--- src/common/epm_pkg.sv ---
// shared constants, register map and helpers for the extended parallel port mode control
package epm_pkg;
    localparam int unsigned CLK_PERIOD_NS = 25;
    localparam int unsigned ADDR_W = 13;

    localparam logic [2:0] MODE_STD = 3'h0;
    localparam logic [2:0] MODE_PS2 = 3'h1;
    localparam logic [2:0] MODE_FIFO = 3'h2;
    localparam logic [2:0] MODE_ECP = 3'h3;
    localparam logic [2:0] MODE_EPP = 3'h4;
    localparam logic [2:0] MODE_RSVD = 3'h5;
    localparam logic [2:0] MODE_TEST = 3'h6;
    localparam logic [2:0] MODE_CFG = 3'h7;

    // register indices; byte address is four times the index
    localparam logic [10:0] IDX_DATA = 11'h000;
    localparam logic [10:0] IDX_STATUS = 11'h001;
    localparam logic [10:0] IDX_CTRL = 11'h002;
    localparam logic [10:0] IDX_FIFO = 11'h400;
    localparam logic [10:0] IDX_CFGB = 11'h401;
    localparam logic [10:0] IDX_ECR = 11'h402;
    localparam logic [10:0] IDX_OPT = 11'h403;

    localparam int unsigned ECR_MODE_LSB = 5;
    localparam int unsigned ECR_MISC_LSB = 2;
    localparam int unsigned ECR_FULL_BIT = 1;
    localparam int unsigned ECR_EMPTY_BIT = 0;
    localparam int unsigned CTRL_STROBE_BIT = 0;
    localparam int unsigned CTRL_AUTOFD_BIT = 1;
    localparam int unsigned CTRL_INIT_BIT = 2;
    localparam int unsigned CTRL_SELIN_BIT = 3;
    localparam int unsigned CTRL_DIR_BIT = 5;
    localparam int unsigned OPT_EPP_BIT = 0;

    localparam logic [2:0] ECR_MODE_RST = MODE_STD;
    localparam logic [2:0] ECR_MISC_RST = 3'h0;
    localparam logic [5:0] CTRL_RST = 6'h00;
    localparam logic [7:0] DATA_RST = 8'h00;
    localparam logic OPT_EPP_RST = 1'b0;
    localparam logic [7:0] CFGA_VALUE = 8'h10;
    localparam logic [3:0] PIN_OUT_RST = 4'h0;
    localparam logic [3:0] PIN_OE_RST = 4'h4;

    localparam logic TAG_CMD = 1'b0;
    localparam logic TAG_DATA = 1'b1;

    localparam int unsigned HS_SETUP_NS = 500;
    localparam int unsigned HS_STROBE_NS = 500;
    localparam int unsigned HS_SETUP_CYC = (HS_SETUP_NS + CLK_PERIOD_NS - 1) / CLK_PERIOD_NS;
    localparam int unsigned HS_STROBE_CYC = (HS_STROBE_NS + CLK_PERIOD_NS - 1) / CLK_PERIOD_NS;

    function automatic logic epm_is_basic(input logic [2:0] mode);
        return (mode == MODE_STD) || (mode == MODE_PS2);
    endfunction : epm_is_basic
endpackage : epm_pkg

--- src/hw/epm_ctrl.sv ---
// extended parallel port mode control, fifo sequencing and ecp handshake
`timescale 1ns/1ps
module epm_ctrl
    import epm_pkg::*;
#(
    parameter int unsigned FIFO_DEPTH = 16,
    parameter logic [7:0] CFGB_VALUE = 8'h00
) (
    input wire logic clk_sys,
    input wire logic rstn,
    input wire logic psel,
    input wire logic penable,
    input wire logic pwrite,
    input wire logic [epm_pkg::ADDR_W-1:0] paddr,
    input wire logic [31:0] pwdata,
    input wire logic [3:0] pstrb,
    output logic [31:0] prdata,
    output logic pready,
    output logic pslverr,
    input wire logic [7:0] pd_i,
    output logic [7:0] pd_o,
    output logic pd_oe,
    output logic [3:0] ctl_o,
    output logic [3:0] ctl_oe,
    input wire logic busy_i,
    input wire logic nack_i,
    input wire logic perror_i,
    input wire logic select_i,
    input wire logic nfault_i,
    output logic epp_active
);
    import epm_pkg::*;

    typedef enum {HS_IDLE, HS_SETUP, HS_STROBE, HS_RELEASE, HS_REV_ACK} epm_hs_state_t;

    epm_hs_state_t st_reg;
    logic [2:0] mode_reg;
    logic [2:0] pend_mode_reg;
    logic pend_valid_reg;
    logic flush_reg;
    logic [2:0] ecr_misc_reg;
    logic [5:0] ctrl_reg;
    logic [7:0] data_reg;
    logic epp_opt_reg;
    logic [7:0] prdata_reg;
    logic cap_empty_reg;
    logic [7:0] last_rd_reg;
    logic [7:0] pd_out_reg;
    logic pd_oe_reg;
    logic strobe_pin_reg;
    logic autofd_pin_reg;
    logic [7:0] timer_reg;

    logic [10:0] idx;
    logic hit;
    logic [7:0] rd_val;
    logic wr_acc;
    logic rd_acc;
    logic dir_eff;
    logic fwd_active;
    logic rev_active;
    logic hs_own;
    logic mode_apply;
    logic [2:0] wmode;
    logic fifo_full;
    logic fifo_empty;
    logic [8:0] fifo_q;
    logic fifo_push;
    logic [8:0] fifo_din;
    logic fifo_pop;
    logic fifo_flush;
    logic bus_push;
    logic [8:0] bus_din;
    logic bus_pop;
    logic fsm_pop;
    logic fsm_push;
    logic [3:0] ctl_level;

    assign idx = paddr[ADDR_W-1:2];
    assign pready = 1'b1;
    assign wr_acc = psel && penable && pwrite && hit;
    assign rd_acc = psel && penable && !pwrite && hit;
    assign pslverr = psel && penable && !hit;
    assign prdata = {24'h000000, prdata_reg};
    assign wmode = pwdata[ECR_MODE_LSB +: 3];

    // direction forced out in 000 and 010
    assign dir_eff = (mode_reg == MODE_STD || mode_reg == MODE_FIFO) ? 1'b0 :
                     ctrl_reg[CTRL_DIR_BIT];
    assign fwd_active = (mode_reg == MODE_FIFO) || (mode_reg == MODE_ECP && !dir_eff);
    assign rev_active = (mode_reg == MODE_ECP) && dir_eff;
    assign hs_own = (mode_reg == MODE_FIFO) || (mode_reg == MODE_ECP);
    assign epp_active = (mode_reg == MODE_EPP) && epp_opt_reg;

    always_comb begin
        hit = 1'b0;
        unique case (idx)
            IDX_DATA, IDX_STATUS, IDX_CTRL, IDX_ECR, IDX_OPT: hit = 1'b1;
            IDX_FIFO: hit = (mode_reg == MODE_FIFO) || (mode_reg == MODE_ECP) ||
                            (mode_reg == MODE_TEST) || (mode_reg == MODE_CFG);
            IDX_CFGB: hit = (mode_reg == MODE_CFG);
            default: hit = 1'b0;
        endcase
    end

    always_comb begin
        rd_val = 8'h00;
        unique case (idx)
            IDX_DATA: rd_val = (mode_reg == MODE_PS2) ? pd_i : data_reg;
            IDX_STATUS: rd_val = {~busy_i, nack_i, perror_i, select_i, nfault_i, 3'h0};
            IDX_CTRL: rd_val = {2'h0, ctrl_reg};
            IDX_FIFO: begin
                if (mode_reg == MODE_CFG) begin
                    rd_val = CFGA_VALUE;
                end else begin
                    // empty queue rereads the last byte taken
                    rd_val = fifo_empty ? last_rd_reg : fifo_q[7:0];
                end
            end
            IDX_CFGB: rd_val = {1'b0, CFGB_VALUE[6:0]};
            IDX_ECR: rd_val = {mode_reg, ecr_misc_reg, fifo_full, fifo_empty};
            IDX_OPT: rd_val = {7'h00, epp_opt_reg};
            default: rd_val = 8'h00;
        endcase
    end

    // read data is captured in the setup cycle so it comes from a flop
    always_ff @(posedge clk_sys or negedge rstn) begin
        if (!rstn) begin
            prdata_reg <= 8'h00;
            cap_empty_reg <= 1'b1;
        end else if (psel && !penable) begin
            prdata_reg <= hit ? rd_val : 8'h00;
            cap_empty_reg <= fifo_empty;
        end
    end

    // bus side of the queue
    always_comb begin
        bus_push = 1'b0;
        bus_din = {TAG_DATA, pwdata[7:0]};
        if (wr_acc && pstrb[0]) begin
            if (idx == IDX_DATA && mode_reg == MODE_ECP && !dir_eff) begin
                bus_push = 1'b1;
                bus_din = {TAG_CMD, pwdata[7:0]};
            end else if (idx == IDX_FIFO) begin
                bus_push = fwd_active || (mode_reg == MODE_TEST);
            end
        end
    end
    assign bus_pop = rd_acc && idx == IDX_FIFO && !cap_empty_reg &&
                     ((mode_reg == MODE_TEST) || rev_active);

    always_ff @(posedge clk_sys or negedge rstn) begin
        if (!rstn) begin
            last_rd_reg <= 8'h00;
        end else if (bus_pop) begin
            last_rd_reg <= fifo_q[7:0];
        end
    end

    always_ff @(posedge clk_sys or negedge rstn) begin
        if (!rstn) begin
            data_reg <= DATA_RST;
        end else if (wr_acc && pstrb[0] && idx == IDX_DATA && epm_is_basic(mode_reg)) begin
            data_reg <= pwdata[7:0];
        end
    end

    always_ff @(posedge clk_sys or negedge rstn) begin
        if (!rstn) begin
            ctrl_reg <= CTRL_RST;
        end else if (wr_acc && pstrb[0] && idx == IDX_CTRL) begin
            ctrl_reg[4:0] <= pwdata[4:0];
            if (mode_reg == MODE_PS2) begin
                ctrl_reg[CTRL_DIR_BIT] <= pwdata[CTRL_DIR_BIT];
            end
        end
    end

    always_ff @(posedge clk_sys or negedge rstn) begin
        if (!rstn) begin
            epp_opt_reg <= OPT_EPP_RST;
            ecr_misc_reg <= ECR_MISC_RST;
        end else if (wr_acc && pstrb[0]) begin
            if (idx == IDX_OPT) begin
                epp_opt_reg <= pwdata[OPT_EPP_BIT];
            end
            if (idx == IDX_ECR) begin
                ecr_misc_reg <= pwdata[ECR_MISC_LSB +: 3];
            end
        end
    end

    // a switch back waits until the handshake lines rest deasserted
    assign mode_apply = pend_valid_reg && st_reg == HS_IDLE &&
                        strobe_pin_reg && autofd_pin_reg;

    always_ff @(posedge clk_sys or negedge rstn) begin
        if (!rstn) begin
            mode_reg <= ECR_MODE_RST;
            pend_mode_reg <= ECR_MODE_RST;
            pend_valid_reg <= 1'b0;
            flush_reg <= 1'b0;
        end else begin
            flush_reg <= mode_apply;
            if (mode_apply) begin
                mode_reg <= pend_mode_reg;
                pend_valid_reg <= 1'b0;
            end else if (wr_acc && pstrb[0] && idx == IDX_ECR && !pend_valid_reg) begin
                if (epm_is_basic(mode_reg)) begin
                    mode_reg <= wmode;
                end else if (epm_is_basic(wmode)) begin
                    pend_mode_reg <= wmode;
                    pend_valid_reg <= 1'b1;
                end
                // any other target is dropped
            end
        end
    end

    assign fifo_flush = (mode_reg == MODE_STD) || flush_reg;
    assign fsm_pop = st_reg == HS_IDLE && !pend_valid_reg && fwd_active &&
                     !fifo_empty && !busy_i;
    // reverse command bytes are not queued; only data bytes with periphack high are pushed
    assign fsm_push = st_reg == HS_IDLE && !pend_valid_reg && rev_active &&
                      !autofd_pin_reg && !nack_i && busy_i && !fifo_full;
    assign fifo_push = fsm_push || bus_push;
    assign fifo_din = fsm_push ? {TAG_DATA, pd_i} : bus_din;
    assign fifo_pop = fsm_pop || bus_pop;

    epm_fifo #(
        .WIDTH(9),
        .DEPTH(FIFO_DEPTH)
    ) u_fifo (
        .clk_sys(clk_sys),
        .rstn(rstn),
        .flush(fifo_flush),
        .push(fifo_push),
        .push_data(fifo_din),
        .pop(fifo_pop),
        .pop_data(fifo_q),
        .full(fifo_full),
        .empty(fifo_empty)
    );

    always_ff @(posedge clk_sys or negedge rstn) begin
        if (!rstn) begin
            st_reg <= HS_IDLE;
            strobe_pin_reg <= 1'b1;
            autofd_pin_reg <= 1'b1;
            timer_reg <= 8'h00;
            pd_out_reg <= DATA_RST;
        end else if (pend_valid_reg && rev_active) begin
            autofd_pin_reg <= 1'b1;
            strobe_pin_reg <= 1'b1;
            st_reg <= HS_IDLE;
        end else begin
            unique case (st_reg)
                HS_IDLE: begin
                    if (!hs_own) begin
                        pd_out_reg <= data_reg;
                    end
                    if (pend_valid_reg) begin
                        strobe_pin_reg <= 1'b1;
                        autofd_pin_reg <= 1'b1;
                    end else if (fsm_pop) begin
                        pd_out_reg <= fifo_q[7:0];
                        // hostack level carries the tag in ecp
                        autofd_pin_reg <= (mode_reg == MODE_ECP) ? fifo_q[8] : 1'b1;
                        timer_reg <= 8'(HS_SETUP_CYC - 1);
                        st_reg <= HS_SETUP;
                    end else if (rev_active) begin
                        if (!autofd_pin_reg && !nack_i) begin
                            autofd_pin_reg <= 1'b1;
                            st_reg <= HS_REV_ACK;
                        end else if (autofd_pin_reg && !fifo_full) begin
                            autofd_pin_reg <= 1'b0;
                        end
                    end
                end
                HS_SETUP: begin
                    if (timer_reg == 8'h00) begin
                        strobe_pin_reg <= 1'b0;
                        timer_reg <= 8'(HS_STROBE_CYC - 1);
                        st_reg <= HS_STROBE;
                    end else begin
                        timer_reg <= timer_reg - 8'h01;
                    end
                end
                HS_STROBE: begin
                    if (timer_reg != 8'h00) begin
                        timer_reg <= timer_reg - 8'h01;
                    end
                    // ecp waits for the peripheral, compatible mode for the pulse width
                    if ((mode_reg == MODE_ECP) ? busy_i : (timer_reg == 8'h00)) begin
                        strobe_pin_reg <= 1'b1;
                        st_reg <= HS_RELEASE;
                    end
                end
                HS_RELEASE: begin
                    if (!busy_i) begin
                        st_reg <= HS_IDLE;
                    end
                end
                HS_REV_ACK: begin
                    if (nack_i) begin
                        st_reg <= HS_IDLE;
                    end
                end
            endcase
        end
    end

    always_ff @(posedge clk_sys or negedge rstn) begin
        if (!rstn) begin
            pd_oe_reg <= 1'b1;
        end else begin
            pd_oe_reg <= !dir_eff;
        end
    end
    assign pd_o = pd_out_reg;
    assign pd_oe = pd_oe_reg;

    assign ctl_level[0] = hs_own ? strobe_pin_reg : !ctrl_reg[CTRL_STROBE_BIT];
    assign ctl_level[1] = hs_own ? autofd_pin_reg : !ctrl_reg[CTRL_AUTOFD_BIT];
    assign ctl_level[2] = ctrl_reg[CTRL_INIT_BIT];
    assign ctl_level[3] = !ctrl_reg[CTRL_SELIN_BIT];

    epm_pin_drive u_pins (
        .clk_sys(clk_sys),
        .rstn(rstn),
        .open_collector(mode_reg == MODE_STD),
        .level(ctl_level),
        .pin_o(ctl_o),
        .pin_oe(ctl_oe)
    );
endmodule : epm_ctrl

--- src/hw/epm_fifo.sv ---
// tagged byte queue shared by the command and data ports
`timescale 1ns/1ps
module epm_fifo #(
    parameter int unsigned WIDTH = 9,
    parameter int unsigned DEPTH = 16
) (
    input wire logic clk_sys,
    input wire logic rstn,
    input wire logic flush,
    input wire logic push,
    input wire logic [WIDTH-1:0] push_data,
    input wire logic pop,
    output logic [WIDTH-1:0] pop_data,
    output logic full,
    output logic empty
);
    localparam int unsigned AW = $clog2(DEPTH);
    localparam logic [AW:0] DEPTH_C = (AW+1)'(DEPTH);

    logic [WIDTH-1:0] mem [DEPTH];
    logic [AW-1:0] wr_ptr_reg;
    logic [AW-1:0] rd_ptr_reg;
    logic [AW:0] count_reg;
    logic do_push;
    logic do_pop;

    assign full = (count_reg == DEPTH_C);
    assign empty = (count_reg == '0);
    assign do_push = push && !full && !flush;
    assign do_pop = pop && !empty && !flush;
    assign pop_data = mem[rd_ptr_reg];

    function automatic logic [AW-1:0] ptr_inc(input logic [AW-1:0] p);
        return (p == AW'(DEPTH - 1)) ? '0 : AW'(p + 1'b1);
    endfunction : ptr_inc

    always_ff @(posedge clk_sys) begin
        if (do_push) begin
            mem[wr_ptr_reg] <= push_data;
        end
    end

    always_ff @(posedge clk_sys or negedge rstn) begin
        if (!rstn) begin
            wr_ptr_reg <= '0;
            rd_ptr_reg <= '0;
            count_reg <= '0;
        end else if (flush) begin
            wr_ptr_reg <= '0;
            rd_ptr_reg <= '0;
            count_reg <= '0;
        end else begin
            if (do_push) begin
                wr_ptr_reg <= ptr_inc(wr_ptr_reg);
            end
            if (do_pop) begin
                rd_ptr_reg <= ptr_inc(rd_ptr_reg);
            end
            if (do_push && !do_pop) begin
                count_reg <= count_reg + 1'b1;
            end else if (do_pop && !do_push) begin
                count_reg <= count_reg - 1'b1;
            end
        end
    end
endmodule : epm_fifo

--- src/hw/epm_pin_drive.sv ---
// registered open-collector or push-pull drive of the four control lines
`timescale 1ns/1ps
module epm_pin_drive
    import epm_pkg::*;
(
    input wire logic clk_sys,
    input wire logic rstn,
    input wire logic open_collector,
    input wire logic [3:0] level,
    output logic [3:0] pin_o,
    output logic [3:0] pin_oe
);
    // registered so that a mode switch between equal levels cannot glitch a line
    always_ff @(posedge clk_sys or negedge rstn) begin
        if (!rstn) begin
            pin_o <= PIN_OUT_RST;
            pin_oe <= PIN_OE_RST;
        end else if (open_collector) begin
            pin_o <= 4'h0;
            pin_oe <= ~level;
        end else begin
            pin_o <= level;
            pin_oe <= 4'hF;
        end
    end
endmodule : epm_pin_drive

--- config.mk ---
export PLATFORM = sky130hd
export DESIGN_NAME = epm_ctrl
export DESIGN_NICKNAME = d
export VERILOG_FILES = /design/src/common/epm_pkg.sv /design/src/hw/epm_ctrl.sv /design/src/hw/epm_fifo.sv /design/src/hw/epm_pin_drive.sv
export SDC_FILE = /design/constraint.sdc
export NUM_CORES = 1
export LEC_CHECK = 0
export ABC_CLOCK_PERIOD_IN_PS = 5300
export BUFFER_PORTS_ARGS = -buffer_cell sky130_fd_sc_hd__buf_2
export CAP_MARGIN = 20
export CELL_PAD_IN_SITES_DETAIL_PLACEMENT = 1
export CELL_PAD_IN_SITES_GLOBAL_PLACEMENT = 2
export CORE_MARGIN = 5
export CORE_UTILIZATION = 46
export CTS_BUF_LIST = sky130_fd_sc_hd__clkbuf_2
export DETAILED_ROUTE_END_ITERATION = 10
export GPL_ROUTABILITY_DRIVEN = 0
export PLACE_DENSITY = 0.85
export SYNTH_ARGS = -nofsm -noshare
export SYNTH_HDL_FRONTEND = slang
export SYNTH_SLANG_ARGS = --single-unit
--- constraint.sdc ---
create_clock -name clk_sys -period 5.3 [get_ports clk_sys]
set_input_delay 0.265 -clock clk_sys [delete_from_list [all_inputs] [get_ports clk_sys]]
set_output_delay 0.265 -clock clk_sys [all_outputs]
set_load 0.05 [all_outputs]
# Word-level counts from Yosys, hierarchy flattened
# Memory sizes are Yosys's and may differ from the RTL's.
# Index checks and enable logic that the tools add are counted.
[totals]
ff_bits = 115
ram_bits = 144
inputBits = 67
out_inout_bits = 52
word_cells = 235
memories = 1
[memory_table]
columns = ["name", "words", "width", "read_ports", "rd_clocked_by_memory_dff", "write_ports", "line_no", "text"]
rows = [
  ["u_fifo.mem", 16, 9, 1, 0, 1, "epm_fifo.sv:20", "logic [WIDTH-1:0] mem [DEPTH];"],
]
[classes]
add_sub_neg = 5
eq_ne = 32
muxes = 67
bitwise_logic = 5
reduce_logical = 102
[ops]
columns = ["cell", "n"]
rows = [
  ["32-bit 2-to-1 mux", 9],
  ["32-bit case mux with 5 select lines", 1],
  ["8-bit 2-to-1 mux", 11],
  ["32-bit by 2-bit == test with 1-bit output, second input constant", 2],
  ["32-bit logical NOT", 2],
  ["8-bit case mux with 6 select lines", 1],
  ["11-bit == test, second input constant", 4],
  ["1-bit logical AND", 42],
  ["32-bit by 1-bit == test with 1-bit output, second input constant", 1],
  ["32-bit by 3-bit == test with 1-bit output, second input constant", 1],
  ["4-bit 2-to-1 mux", 8],
  ["9-bit 2-to-1 mux", 3],
  ["1-bit 2-to-1 mux", 25],
  ["8-bit case mux with 3 select lines", 1],
  ["3-bit != test, second input constant", 6],
  ["1-bit logical NOT", 17],
  ["5-bit 2-to-1 mux", 3],
  ["1-bit logical OR", 12],
  ["2-bit nonzero test", 6],
  ["11-bit by 1-bit == test with 1-bit output, second input constant", 1],
  ["11-bit by 2-bit == test with 1-bit output, second input constant", 1],
  ["11-bit logical NOT", 1],
  ["2-bit AND reduction", 5],
  ["3-bit == test, second input constant", 3],
  ["other kinds (26)", 45],
]

# Logic depth before layout (Yosys ltp)
# Gate-level depths: netlist of run 1.
[logic_depth]
depth_word = 18
mapped_depth = 14
mapped_depth_nobuf = 12

# Modules after synthesis
# Synthesis of run 1 repeated with hierarchy kept, for this count alone.
[hier_totals]
cells_unflattened = 813
area_unflattened_um2 = 10730.3
[by_module_without_submodules]
columns = ["module", "n_inst", "cells_each", "area_each_um2", "seq_area_each_um2"]
rows = [
  ["epm_fifo", 1, 376, 6520.0, 4649.5],
  ["epm_ctrl", 1, 421, 3968.8, 1631.6],
  ["epm_pin_drive", 1, 16, 241.5, 201.4],
]

# Least setup slack after synthesis of run 1
# Ideal clock, no wire load.
[synth_path]
kind = "reg-to-reg"
from = "register st_reg[0]"
to = "register u_fifo.count_reg[4]"
setup_ns = 0.078
arrival_ns = 3.458
t_required_ns = 5.222
setup_slack_ns = 1.763
path_stages_with_launch = 15
n_path_buf = 2
period_less_slack_ns = 3.537
cell_sequence = "dfrtp_1 -> buf_6 -> or4_1 -> buf_2 -> a2111o_1 -> o41ai_1 -> nand2_1 -> or2_2 -> fa_1 -> a21o_1 -> a21oi_1 -> nor3b_1 -> mux2i_1 -> a2bb2oi_1 -> a21oi_1"
[synth_between]
elab_chain_len = 13
elab_cells_between_ends = 23
cone_classes = "mux (2); reduce/logical (21)"
[synth_lines]
columns = ["item", "line_no", "text"]
rows = [
  ["start: declaration", "epm_ctrl.sv:36", "epm_hs_state_t st_reg;"],
  ["start signal: assignment", "epm_ctrl.sv:249", "st_reg <= HS_IDLE;"],
  ["start signal: assignment", "epm_ctrl.sv:257", "st_reg <= HS_IDLE;"],
  ["start signal: assignment", "epm_ctrl.sv:272", "st_reg <= HS_SETUP;"],
  ["32-bit logical NOT *", "epm_ctrl.sv:223, epm_ctrl.sv:226", ""],
  ["1-bit logical AND *", "epm_ctrl.sv:223, epm_ctrl.sv:226", ""],
  ["1-bit logical AND (2 in a row)", "epm_ctrl.sv:226", "assign fsm_push = st_reg == HS_IDLE && !pend_valid_reg && rev_active &&"],
  ["1-bit logical AND (3 in a row)", "epm_ctrl.sv:227", "!autofd_pin_reg && !nack_i && busy_i && !fifo_full;"],
  ["1-bit logical OR", "epm_ctrl.sv:228", "assign fifo_push = fsm_push || bus_push;"],
  ["1-bit logical AND (2 in a row)", "epm_fifo.sv:29", "assign do_push = push && !full && !flush;"],
  ["1-bit logical AND or 1-bit logical NOT (tied branches)", "epm_fifo.sv:59, epm_fifo.sv:61", ""],
  ["5-bit 2-to-1 mux or 1-bit logical AND (tied branches)", "epm_fifo.sv:59, epm_fifo.sv:61", ""],
  ["5-bit 2-to-1 mux or 3-bit nonzero test (tied branches)", "n/a", ""],
  ["end signal: assignment", "epm_fifo.sv:60", "count_reg <= count_reg + 1'b1;"],
  ["end signal: assignment", "epm_fifo.sv:62", "count_reg <= count_reg - 1'b1;"],
  ["end: declaration", "epm_fifo.sv:23", "logic [AW:0] count_reg;"],
]
# Every way passes the cells marked *; elsewhere a longest branch is shown, timed or not.
# A chain may end at the register's enable or synchronous reset.

# Worst setup path after layout of run 1
[layout_path]
from = "register st_reg[1]"
to = "register u_fifo.count_reg[4]"
# Same word-level chain as after synthesis.

==> summary.md, run 1 <==
| Metric | Value |
|---|---|
| Outcome | complete, no violations |
| Yosys warnings | 0 |
| Max reg flops | about 140 |
| Count of final hold-check violations | 0 |
| Post-DP HPWL | around 21,000 um |
| Chip width | 163 um |
| PortBufs | 64 |
| Worst Setup EP | u_fifo.count_reg[4] |
| Setup TNS | 0 ns |
| R2R Setup Slk | 1.05 ns |
| CTS H-tree lvls | 2 |
| Core Box Area | between 0.02 and 0.025 sq mm |
| Clk pwr share | 33.3% |
| Type of the worst min-delay path | in -> reg |
| Area of the mapped netlist | 0.0108 sq mm |
| Pwr Density | slightly above 300 mW/mm^2 |
| Post-Route WL | 29,900 um |
| Average size of a mapped cell | roughly 13 sq um |
| Path depth of the worst reg2reg path | 12 |
| Power consumption | 3720 uW |
| Most used routing layer | met2 |
| Distinct cells, synth | 76 |
| Synth Register Bits | 230 |
| Switch share | 30.0% |
| First-pass GRT wire length | 46,400 um |
| Psw | 1110 uW |
| Period utilization | 80.2% |
| CTS sink cnt | 230 |
| Number of global-route vias before repair | 8,012 |
| Antenna Nets Post-Route | 0 |
| Share of cells above drive strength 1 | a little over a quarter |
| Worst-Margin Slew | 1.14 ns |
| I/O pin count | 119 |
| GRT met3 Usage | ~3.8% |
| Number of synthesized flops with an enable pin | 144 |
| Area occupied by multi-input gates | 0.00396 sq mm |
| RR Startpoint | st_reg[1] |
| Vias/cell | 5.72 |
| Via count | 7,402 |
| # rows | 56 |
| Met2 usage | 39.2% |
| Max Slew Vio Count | 0 |
| Most common cell after layout, fill and taps aside | edfxtp_1 |
| Reg with most FFs | u_fifo.mem |
| Post-layout util | 52.4% |
| Post-route DRC | 0 |
| Met1 Use GR | 28.8% |
| Hold Crit Depth | 6 |
| CP peak stage delay | 0.69 ns |
| Worst Path Required | ~6 ns |
| Layout Skew | between 0.08 and 0.09 ns |
| Worst path arrival time | 5.03 ns |
| First DRT Iteration DRCs | 602 |
| Drt first pass iters | 5 |
| Bufs and invs on worst path | 0 |
| Crit path from | st_reg[1] |
| Post-route minimum period | 4.25 ns |
| Sequential power share | 53.8% |
| Setup violators final | 0 |
| RSZ-0062 raised after global routing | false |
| Maximum root-to-sink buffer count | 3 |
| WS Path Type | reg -> reg |
| Most frequent cells in the layout | edfxtp_1, dfrtp_1, clkbuf_2, buf_2, nand2_1 |
| Antenna violations before repair | 1 |
| P_leak | 0.00469 uW |
| Max Clock Freq | between 200 and 250 MHz |
| GRT Residual Overflow | 0 |
| Crit start category | flop |
| Maximum capacitance violations | 0 |
| Resized cells post-CTS | 0 |
| Clock Latency Late Sink | 0.86 ns |
| Synth async-reset ratio | 37.4% |
| Slew HR | 23.6% |
| CTS tree | built |
| Largest net degree at the start of global routing | 48 |
| CP Max Fanout | 11 |
| CP Capture Type | flop |
| Layout Nets | 1,004 |
| Internal Power | 2600 uW |
| Ys flop type | edfxtp_1 |
| VDD IR max | 0.124 mV |
| Register area | 0.00648 sq mm |
| Seq/Total Area, Yosys | 60.2% |
| Synth Instances | 803 |
| Total GRT Usage | 22.8% |
| DIE HEIGHT | 163 um |
| Gate power share | roughly 13% |
| Drt wl/cell | 23.1 um |
| Filler instances | approximately 2,400 |
| Starting Density | 46.3% |
| Clock Root Buffer | clkbuf_2 |
| Instance count on the critical path | 12 |
| DIE AREA | 0.0266 sq mm |
| Cell Chain, Critical Path | or4_1 -> a2111o_1 -> o41ai_1 -> nand2_1 -> or2_2 -> fa_1 -> a21o_1 -> a21oi_1 -> nor3b_1 -> mux2i_1 -> a2bb2oi_1 -> a21oi_1 |
| Clock slew at reported path FFs | 0.11 ns |
| R2R Path End | u_fifo.count_reg[4] |
| Slowest cell on crit path | or4_1 |
| Num CTS Buffers | 58 |
| Top delay family on crit path | simple AND/OR/NAND/NOR gates |
| Critical path's most frequent cell | a21oi_1 |
| P&R area growth vs syn | 13.2% |
==> synth_stat cells (all sizes together) (10+ instances only) <==
library cell | instances | area [sq um]
buf | 37 | 251
a21oi | 26 | 134
clkbuf | 29 | 109
o21ai | 54 | 285
edfxtp | 144 | 4320
nand2 | 54 | 203
and2 | 17 | 106
mux2 | 38 | 428
mux4 | 29 | 653
inv | 15 | 56.3
a22oi | 20 | 150
nor2b | 13 | 81.3
mux2i | 28 | 280
dfrtp | 81 | 2030
nand3 | 14 | 70.1
nor4 | 10 | 68.8
or3 | 10 | 62.6
nand2b | 12 | 75.1
nor2 | 40 | 166
ha | 10 | 125
==> per-layer routing <==
layer | routed length [um] | vias up
li1 | - | 3310
met1 | 12400 | 3779
met2 | 15000 | 251
met3 | 1470 | 62
met4 | 1080 | 0
met5 | 0 | -
==> area by class of cell <==
| cell class | count | share of cell area [%] |
|---|---|---|
| antenna | 2 | 0.0411 |
| clock buffer | 74 | 3.04 |
| clock inverter | 33 | 1.57 |
| inverter | 15 | 0.462 |
| multi-input combinational | 515 | 32.5 |
| sequential | 230 | 53.2 |
| tap | 319 | 3.28 |
| timing repair buffer | 106 | 5.85 |
==> cells by family (layout without fill, tap and decap cells) <==
| kind of cell | count (synthesis) | after routing | share of synthesized area, % |
|---|---|---|---|
| multiplexers | 95 | 95 | 12.6 |
| AND/OR/NAND/NOR | 211 | 211 | 10.5 |
| XOR/XNOR | 5 | 5 | 0.407 |
| other | 2 | 27 | 0.0698 |
| AO/OA/AOI/OAI | 168 | 168 | 10.9 |
| flip-flops | 230 | 230 | 60.2 |
| buffers and inverters | 81 | 228 | 3.87 |
| adder cells (fa/ha/maj) | 11 | 11 | 1.35 |
==> tightest hold or removal path, delay by kind of cell <==
family / cells / cell delay [ns]
muxes: 1 / 0.06
and+or+nand+nor: 1 / 0.07
AOI/OAI and AO/OA: 3 / 0.37
buffers and inverters: 1 / 0.08
==> what timing repair did <==
item,CTS,global route
hold endpoints to repair,88,0
hold buffers,26,0
buffers inserted,0,0
==> power by group through the flow <==
stage	logic [uW]	clock network, uW	registers [uW]
final	480	1240	2000
after global routing	533	1400	2010
after CTS	481	1290	2000
after detailed placement	463	0	2040
after global placement	437	0	2030
after floorplan	373	0	2000
==> through the flow <==
stage | setup slack, ns | instances | hold slack (ns) | instance area, sq um
after global placement | 0.998 | 1159 | 0.275 | 11300
after detailed placement | 0.791 | 1159 | 0.291 | 11300
after floorplan | 1.76 | 826 | -0.0306 | 10800
after global routing | 0.834 | 1294 | 0.0195 | 12200
final | 1.05 | 1294 | 0.0489 | 12200
after CTS | 1.10 | 1292 | 0.00630 | 12200
==> worst min-delay path by stage <==
stage / start / endpoint / slack (ns)
floorplan: rstn / ctrl_reg[0] / -0.03
global placement: rstn / pend_mode_reg[2] / 0.28
detailed placement: rstn / pend_mode_reg[2] / 0.29
CTS: paddr[11] / prdata_reg[4] / 0.006
global route: pd_i[6] / prdata_reg[6] / 0.02
finish: pd_i[6] / prdata_reg[6] / 0.05
(Power assumes the default switching activity.)
==> run 2: changes to the inputs <==
--- a/config.mk
+++ b/config.mk
@@ -5,17 +5,18 @@
 export SDC_FILE = /design/constraint.sdc
 export NUM_CORES = 1
 export LEC_CHECK = 0
-export ABC_CLOCK_PERIOD_IN_PS = 5300
+export ABC_AREA = 1
+export ABC_CLOCK_PERIOD_IN_PS = 3500
 export BUFFER_PORTS_ARGS = -buffer_cell sky130_fd_sc_hd__buf_2
 export CAP_MARGIN = 20
 export CELL_PAD_IN_SITES_DETAIL_PLACEMENT = 1
 export CELL_PAD_IN_SITES_GLOBAL_PLACEMENT = 2
 export CORE_MARGIN = 5
-export CORE_UTILIZATION = 46
+export CORE_UTILIZATION = 35
 export CTS_BUF_LIST = sky130_fd_sc_hd__clkbuf_2
 export DETAILED_ROUTE_END_ITERATION = 10
 export GPL_ROUTABILITY_DRIVEN = 0
-export PLACE_DENSITY = 0.85
+export PLACE_DENSITY = 0.75
 export SYNTH_ARGS = -nofsm -noshare
 export SYNTH_HDL_FRONTEND = slang
 export SYNTH_SLANG_ARGS = --single-unit
==> constraint.sdc (replaced) <==
create_clock -name clk_sys -period 3.5 [get_ports clk_sys]
set_input_delay 0.175 -clock clk_sys [delete_from_list [all_inputs] [get_ports clk_sys]]
set_output_delay 0.175 -clock clk_sys [all_outputs]
set_load 0.05 [all_outputs]
==> run 2 against run 1 <==
Compared with the run above:
- global-route usage shrank 4.3 points
- critical endpoint is now ctrl_reg[5]
- utilization shrank 11 points
- critical path type unchanged
- die area grew 31%
==> summary.md, run 2 <==
| Metric | Value |
|---|---|
| Outcome | complete, no violations |
| Worst-Margin Slew | 0.863 ns (-0.278 ns) |
| Post-route minimum period | 3.03 ns (-1.22 ns) |
| P&R area growth vs syn | 17.7% |
| Antenna Nets Post-Route | 0 (unchanged) |
| DIE AREA | 0.0348 sq mm (+31%) |
| Chip width | 187 um (+14%) |
| Distinct cells, synth | 53 (-30%) |
| Drt wl/cell | 18.8 um (-19%) |
| Dpl ws | 0.545 ns (-0.246 ns) |
| Pwr Density | 618 mW/mm^2 (+100%) |
| R2R Setup Slk | 0.47 ns (-0.58 ns) |
| Ys flop type | edfxtp_1 |
| Area of the mapped netlist | 0.0109 sq mm (+1.3%) |
| Synth Instances | 1,123 (+40%) |
| Yosys warnings | 0 (unchanged) |
| Layout Nets | 1,382 (+38%) |
| CTS tree | built |
| Max Slew Vio Count | 0 (unchanged) |
| PortBufs | 64 (unchanged) |
| CTS sink cnt | 230 (unchanged) |
| Crit start category | flop |
| Post-layout util | 41.8% (-11 points) |
| Commonest cells post-synth | nand2_1, edfxtp_1, nor2_1 |
| Register area | 0.00648 sq mm (unchanged) |
| Synth async-reset ratio | 37.4% (unchanged) |
| Worst path arrival time | 3.80 ns (-1.23 ns) |
| Hold Path End | last_rd_reg[6] |
| Number of global-route vias before repair | 9,032 (+13%) |
| Post-route setup slack | 0.475 ns (-0.577 ns) |
| Antenna violations before repair | 1 (unchanged) |
| P_leak | 0.00561 uW (+20%) |
| Most frequent cells in the layout | nand2_1, edfxtp_1, nor2_1, o21ai_0, inv_1 |
| Maximum capacitance violations | 0 (unchanged) |
| Max reg flops | 144 (unchanged) |
| Slew HR | 42.5% (+19 points) |
| Num CTS Buffers | 59 (+1.7%) |
| Post-DP HPWL | 22,800 um (+9.0%) |
| Core Box Area | 0.0307 sq mm (+32%) |
| Synth Register Bits | 230 (unchanged) |
| Yosys top cell by area | edfxtp_1 |
| Post-route DRC | 0 (unchanged) |
| Most common cell after layout, fill and taps aside | nand2_1 |
| Count of final hold-check violations | 0 (unchanged) |
| Clock slew at reported path FFs | 0.11 ns (about the same) |
| Drt first pass iters | 4 (-1) |
| R2R Path End | ctrl_reg[5] |
| GRT Residual Overflow | 0 (unchanged) |
| WS Path Type | reg -> reg |
| Share of cells above drive strength 1 | 19.1% (-7.3 points) |
| Average size of a mapped cell | 9.71 sq um (-28%) |
| First-pass GRT wire length | 51,600 um (+11%) |
| Path depth of the worst reg2reg path | 13 (+1) |
| Total GRT Usage | 18.6% (-4.3 points) |
| # rows | 64 (+14%) |
| Via count | 8,645 (+17%) |
| Seq/Total Area, Yosys | 59.4% (-0.78 points) |
| Period utilization | 86.4% (+6.3 points) |
| Worst hold start | paddr[12] |
| Count leader, synth | nand2_1 |
| Filler instances | 3,606 (+48%) |
| Starting Density | 35.6% (-11 points) |
| Clock Latency Late Sink | 0.90 ns (+0.04 ns) |
| Maximum root-to-sink buffer count | 3 (unchanged) |
| RSZ-0062 raised after global routing | false |
| First DRT Iteration DRCs | 452 (-25%) |
| Type of the worst min-delay path | in -> reg |
| DIE HEIGHT | 187 um (+14%) |
| Area occupied by multi-input gates | 0.00375 sq mm (-5.5%) |
| Setup TNS | 0 ns (unchanged) |
| VDD IR max | 0.292 mV (+140%) |
| Top cell type's share of synthesized area | 39.7% (-0.52 points) |
| Vias/cell | 4.95 (-13%) |
| Clock Root Buffer | clkbuf_2 |
| Reg with most FFs | u_fifo.mem |
| Max Clock Freq | 331 MHz (+40%) |
| Post-Route WL | 32,800 um (+9.7%) |
| Setup violators final | 0 (unchanged) |
| CTS H-tree lvls | 2 (unchanged) |
| Largest net degree at the start of global routing | 80 (+67%) |
| Synth area leaders | edfxtp_1, dfrtp_1, nand2_1, o21ai_0, nor2_1 |
| CP Max Fanout | 8 (-3) |
| RR Startpoint | mode_reg[1] |
| CP Capture Type | flop |
| Setup Buffers After CTS | 0 (unchanged) |
| Number of synthesized flops with an enable pin | 144 (unchanged) |
| I/O pin count | 119 (unchanged) |
| Layout Skew | 0.0998 ns (+0.0178 ns) |
| Worst Path Required | 4.28 ns (-1.80 ns) |
| Hold Crit Depth | 8 (+2) |
run 2: cell types whose count changed in the layout (fill, tap and decap cells not counted), sizes merged, moves of 34 or more:
cell,delta
o21ai,+74
mux2,-34
inv,+94
nand2,+213
nor2,+94
run 2: logic make-up after synthesis:
kind of cell | Yosys count | synth area share (%)
AOI/OAI and AO/OA | 238 | 12.3
xor gates and xnor gates | 5 | 0.402
adders and majority gates | 11 | 1.33
buffers and inverters | 170 | 6.99
DFF | 230 | 59.4
muxes | 4 | 0.413
other | 2 | 0.0689
and+or+nand+nor | 463 | 19.1
run 2: where the power goes:
group | total (uW) | switching [uW] | internal [uW]
combinational | 2880 | 2120 | 763
clock | 1780 | 1110 | 671
sequential | 3270 | 163 | 3100
run 2: worst max-delay path, cell delays in order, from the launching register on:
cell           delay, ns
dfrtp_1             0.52
nand2_2             0.15
nor2_1              0.27
nand3_1             0.11
nand2_1             0.07
inv_1               0.04
nand2_2             0.09
nand2_2             0.12
inv_2               0.15
nand3_1             0.13
nor2_1              0.11
dlygate4sd3_1       0.55
a21oi_1             0.04
dlygate4sd3_1       0.56
run 2: worst max path at each step:
| stage | start | to | slack (ns) | cells after the start |
|---|---|---|---|---|
| after detailed placement | paddr[11] | u_fifo.count_reg[4] | 0.55 | 20 |
| after global placement | mode_reg[1] | u_fifo.count_reg[4] | 0.62 | 17 |
| after global routing | mode_reg[1] | u_fifo.count_reg[4] | 0.25 | 18 |
| after CTS | u_fifo.rd_ptr_reg[0] | prdata_reg[4] | 0.53 | 10 |
| after floorplan | mode_reg[1] | u_fifo.count_reg[4] | 1.0 | 18 |
| final | mode_reg[1] | ctrl_reg[5] | 0.47 | 13 |
run 2: repair_timing:
item,CTS,global route
setup endpoints to repair,0,0
hold buffers,51,0
gates resized for setup,0,0
hold endpoints to repair,251,0
run 2: final cells by class:
class	instances	area share (%)
multi-input combinational	746	29.2
antenna	2	0.0390
clock buffer	87	3.39
timing repair buffer	154	9.01
clock inverter	18	0.643
tap	396	3.86
sequential	230	50.5
inverter	113	3.34
run 2: per-layer routing:
metal | track usage, % | up-vias | share of wire [%]
met2 | 31.0 | 160 | 48
met3 | 2.97 | 29 | 3.8
met5 | 0 | - | 0
met4 | 4.09 | 0 | 1.3
li1 | - | 4162 | -
met1 | 25.7 | 4294 | 47
run 2: per-stage QoR:
stage | hold slack [ns] | std cells | cell area, sq um | total power [uW]
after detailed placement | 0.366 | 1588 | 11800 | 6190
after floorplan | -0.121 | 1146 | 11000 | 5360
final | 0.0862 | 1746 | 12800 | 7930
after global placement | 0.356 | 1588 | 11800 | 6140
after global routing | 0.0947 | 1745 | 12800 | 8500
after CTS | 0.0226 | 1744 | 12800 | 8030
==> run 3: changes to the inputs <==
--- a/config.mk
+++ b/config.mk
@@ -12,11 +12,10 @@
 export CELL_PAD_IN_SITES_DETAIL_PLACEMENT = 1
 export CELL_PAD_IN_SITES_GLOBAL_PLACEMENT = 2
 export CORE_MARGIN = 5
-export CORE_UTILIZATION = 35
-export CTS_BUF_LIST = sky130_fd_sc_hd__clkbuf_2
+export CORE_UTILIZATION = 34
 export DETAILED_ROUTE_END_ITERATION = 10
 export GPL_ROUTABILITY_DRIVEN = 0
-export PLACE_DENSITY = 0.75
+export PLACE_DENSITY = 0.73
 export SYNTH_ARGS = -nofsm -noshare
 export SYNTH_HDL_FRONTEND = slang
 export SYNTH_SLANG_ARGS = --single-unit
==> run 3 against run 2 <==
Compared with the run above:
- worst setup slack better by 0.066 ns
- design area shrank 1.7%
- clock power is 41% higher
- combinational power fell by 2%
- sequential power is essentially flat
- power up 8.4%
- non-clock buffer count fell by 48
- clock skew is 0.088 ns lower
- largest power group unchanged
==> summary.md, run 3 (synthesized netlist as in run 2, its figures left out) <==
| Metric | Value |
|---|---|
| Final non-filler cell area | 0.0126 sq mm (-1.7%) |
| CP Capture Type | flop |
| Drt first pass iters | 4 (unchanged) |
| WS Path Type | reg -> reg |
| I/O pin count | 119 (unchanged) |
| P_leak | 0.00539 uW (-3.9%) |
| CP Max Fanout | 8 (unchanged) |
| Max Slew Vio Count | 0 (unchanged) |
| Clock slew at reported path FFs | 0.06 ns (-0.05 ns) |
| Vias/cell | 4.97 (+0.36%) |
| Drt wl/cell | 19.2 um (+2.1%) |
| Most common cell after layout, fill and taps aside | nand2_1 |
| Post-route minimum period | 2.96 ns (-0.0660 ns) |
| Worst-Margin Slew | 0.849 ns (-0.0142 ns) |
| Setup Buffers After CTS | 0 (unchanged) |
| CTS H-tree lvls | 1 (-1) |
| Num CTS Buffers | 26 (-56%) |
| Antenna Nets Post-Route | 0 (unchanged) |
| First DRT Iteration DRCs | 426 (-5.8%) |
| Post-route DRC | 0 (unchanged) |
| Setup violators final | 0 (unchanged) |
| Share of cells above drive strength 1 | 15.5% (-3.6 points) |
| Post-DP HPWL | 22,900 um (+0.31%) |
| Max Clock Freq | 338 MHz (+2.2%) |
| Core Box Area | 0.0316 sq mm (+3.2%) |
| Power consumption | 8600 uW (+8.4%) |
| Largest net degree at the start of global routing | 80 (unchanged) |
| Type of the worst min-delay path | in -> reg |
| Pwr Density | 682 mW/mm^2 (+10%) |
| VDD IR max | 0.363 mV (+24%) |
| Chip width | 189 um (+1.4%) |
| Starting Density | 34.5% (-1.1 points) |
| Slew HR | 43.4% (+0.95 points) |
| P&R area growth vs syn | 15.7% |
| Worst Path Required | 3.92 ns (-0.36 ns) |
| Antenna violations before repair | 1 (unchanged) |
| Most frequent cells in the layout | nand2_1, edfxtp_1, nor2_1, o21ai_0, inv_1 |
| Outcome | complete, no violations |
| Clock Latency Late Sink | 0.53 ns (-0.37 ns) |
| DIE HEIGHT | 189 um (+1.4%) |
| Via count | 8,159 (-5.6%) |
| Count of final hold-check violations | 0 (unchanged) |
| Max reg flops | 144 (unchanged) |
| DIE AREA | 0.0358 sq mm (+2.8%) |
| Area after DPL | 0.0118 sq mm (-0.19%) |
| Maximum root-to-sink buffer count | 3 (unchanged) |
| Post-layout util | 39.9% (-2.0 points) |
| Period utilization | 84.5% (-1.9 points) |
| Layout Skew | 0.0123 ns (-0.0875 ns) |
| Worst path arrival time | 3.37 ns (-0.43 ns) |
| Antenna diodes | 0 (-2) |
| Reg with most FFs | u_fifo.mem |
| Number of global-route vias before repair | 8,444 (-6.5%) |
| Filler instances | 3,589 (-0.47%) |
| Layout Nets | 1,301 (-5.9%) |
| Final hold slack | 0.0183 ns (-0.0679 ns) |
| Post-Route WL | 31,500 um (-4.0%) |
| First-pass GRT wire length | 49,300 um (-4.4%) |
| Setup TNS | 0 ns (unchanged) |
| Clock Root Buffer | clkbuf_16 |
| CTS tree | built |
| Total GRT Usage | 17.6% (-0.98 points) |
| Crit start category | flop |
| Maximum capacitance violations | 0 (unchanged) |
| GRT Residual Overflow | 0 (unchanged) |
| CTS sink cnt | 230 (unchanged) |
| RSZ-0062 raised after global routing | false |
| # rows | 65 (+1.6%) |
| PortBufs | 64 (unchanged) |
run 3: cell count changes in the layout (fill, tap and decap cells not counted), moves of 2 or more:
cell           before  now
clkinv_1           17    6
o21ai_1            20   18
diode_2             2    0
clkbuf_1            0   12
clkbuf_16           0   26
buf_4              39   34
dlygate4sd3_1      50    8
o21ai_2             0    2
clkinv_4            2    0
clkbuf_2           87    0
run 3: layout make-up:
cell class | instances | area, sq um | share of cell area (%)
flip-flops and latches | 230 | 6480 | 51.4
multi-input cells | 746 | 3750 | 29.8
clock buffers | 39 | 709 | 5.62
repair buffers | 106 | 671 | 5.32
well taps | 402 | 503 | 3.99
inverters | 113 | 429 | 3.40
clock inverters | 6 | 62.6 | 0.496
run 3: what timing repair did:
action	in CTS	in global routing
endpoints found under the hold margin	54	0
hold buffers	8	0
resized for setup	0	0
run 3: through the flow:
stage	cells	setup slack [ns]
floorplan	1146	1.00
global placement	1589	0.590
detailed placement	1589	0.538
CTS	1642	0.521
global route	1642	0.227
finish	1642	0.541
run 3: path summary, 6_finish.rpt:
path / depth (start not counted) / slack, ns / end / startpoint
worst min-delay path: 3 / 0.02 / data_reg[3] / pwdata[3]
max in group asynchronous: 3 / 2.48 / cap_empty_reg / rstn
worst min register to register: 1 / 0.42 / u_pins.pin_oe[2] / ctrl_reg[2]
worst max register to register: 18 / 0.54 / u_fifo.count_reg[4] / mode_reg[1]
min in group asynchronous: 2 / 0.19 / timer_reg[1] / rstn
worst max-delay path: 18 / 0.54 / u_fifo.count_reg[4] / mode_reg[1]
run 3: report_power, final:
| part | internal, uW | total (uW) | switching, uW |
|---|---|---|---|
| registers | 3110 | 3270 | 165 |
| clock network | 1460 | 2510 | 1050 |
| logic | 731 | 2810 | 2080 |
run 3: worst max-delay path, stage by stage, from the launching register on:
cell and delay (ns):
dfrtp_1 0.52, nand2_2 0.15, nor2_8 0.20, nand2_4 0.10
inv_1 0.06, nand2_1 0.07, inv_1 0.08, nand4_2 0.15
nand2_4 0.16, nand3_2 0.19, fa_1 0.47, nand3_1 0.10
nand2_1 0.06, xor2_1 0.17, inv_1 0.06, nand4_1 0.08
nand2_1 0.06, nand3_1 0.07, nand2_1 0.06
run 3: metal layers:
metal | vias up | global-route usage, % | share of wire, % | wire (um)
met3 | 39 | 2.25 | 4.5 | 1410
met2 | 157 | 29.2 | 47 | 14800
met1 | 4003 | 24.9 | 47 | 14800
met5 | - | 0 | 0 | 0
li1 | 3960 | - | - | -
met4 | 0 | 3.53 | 1.8 | 553
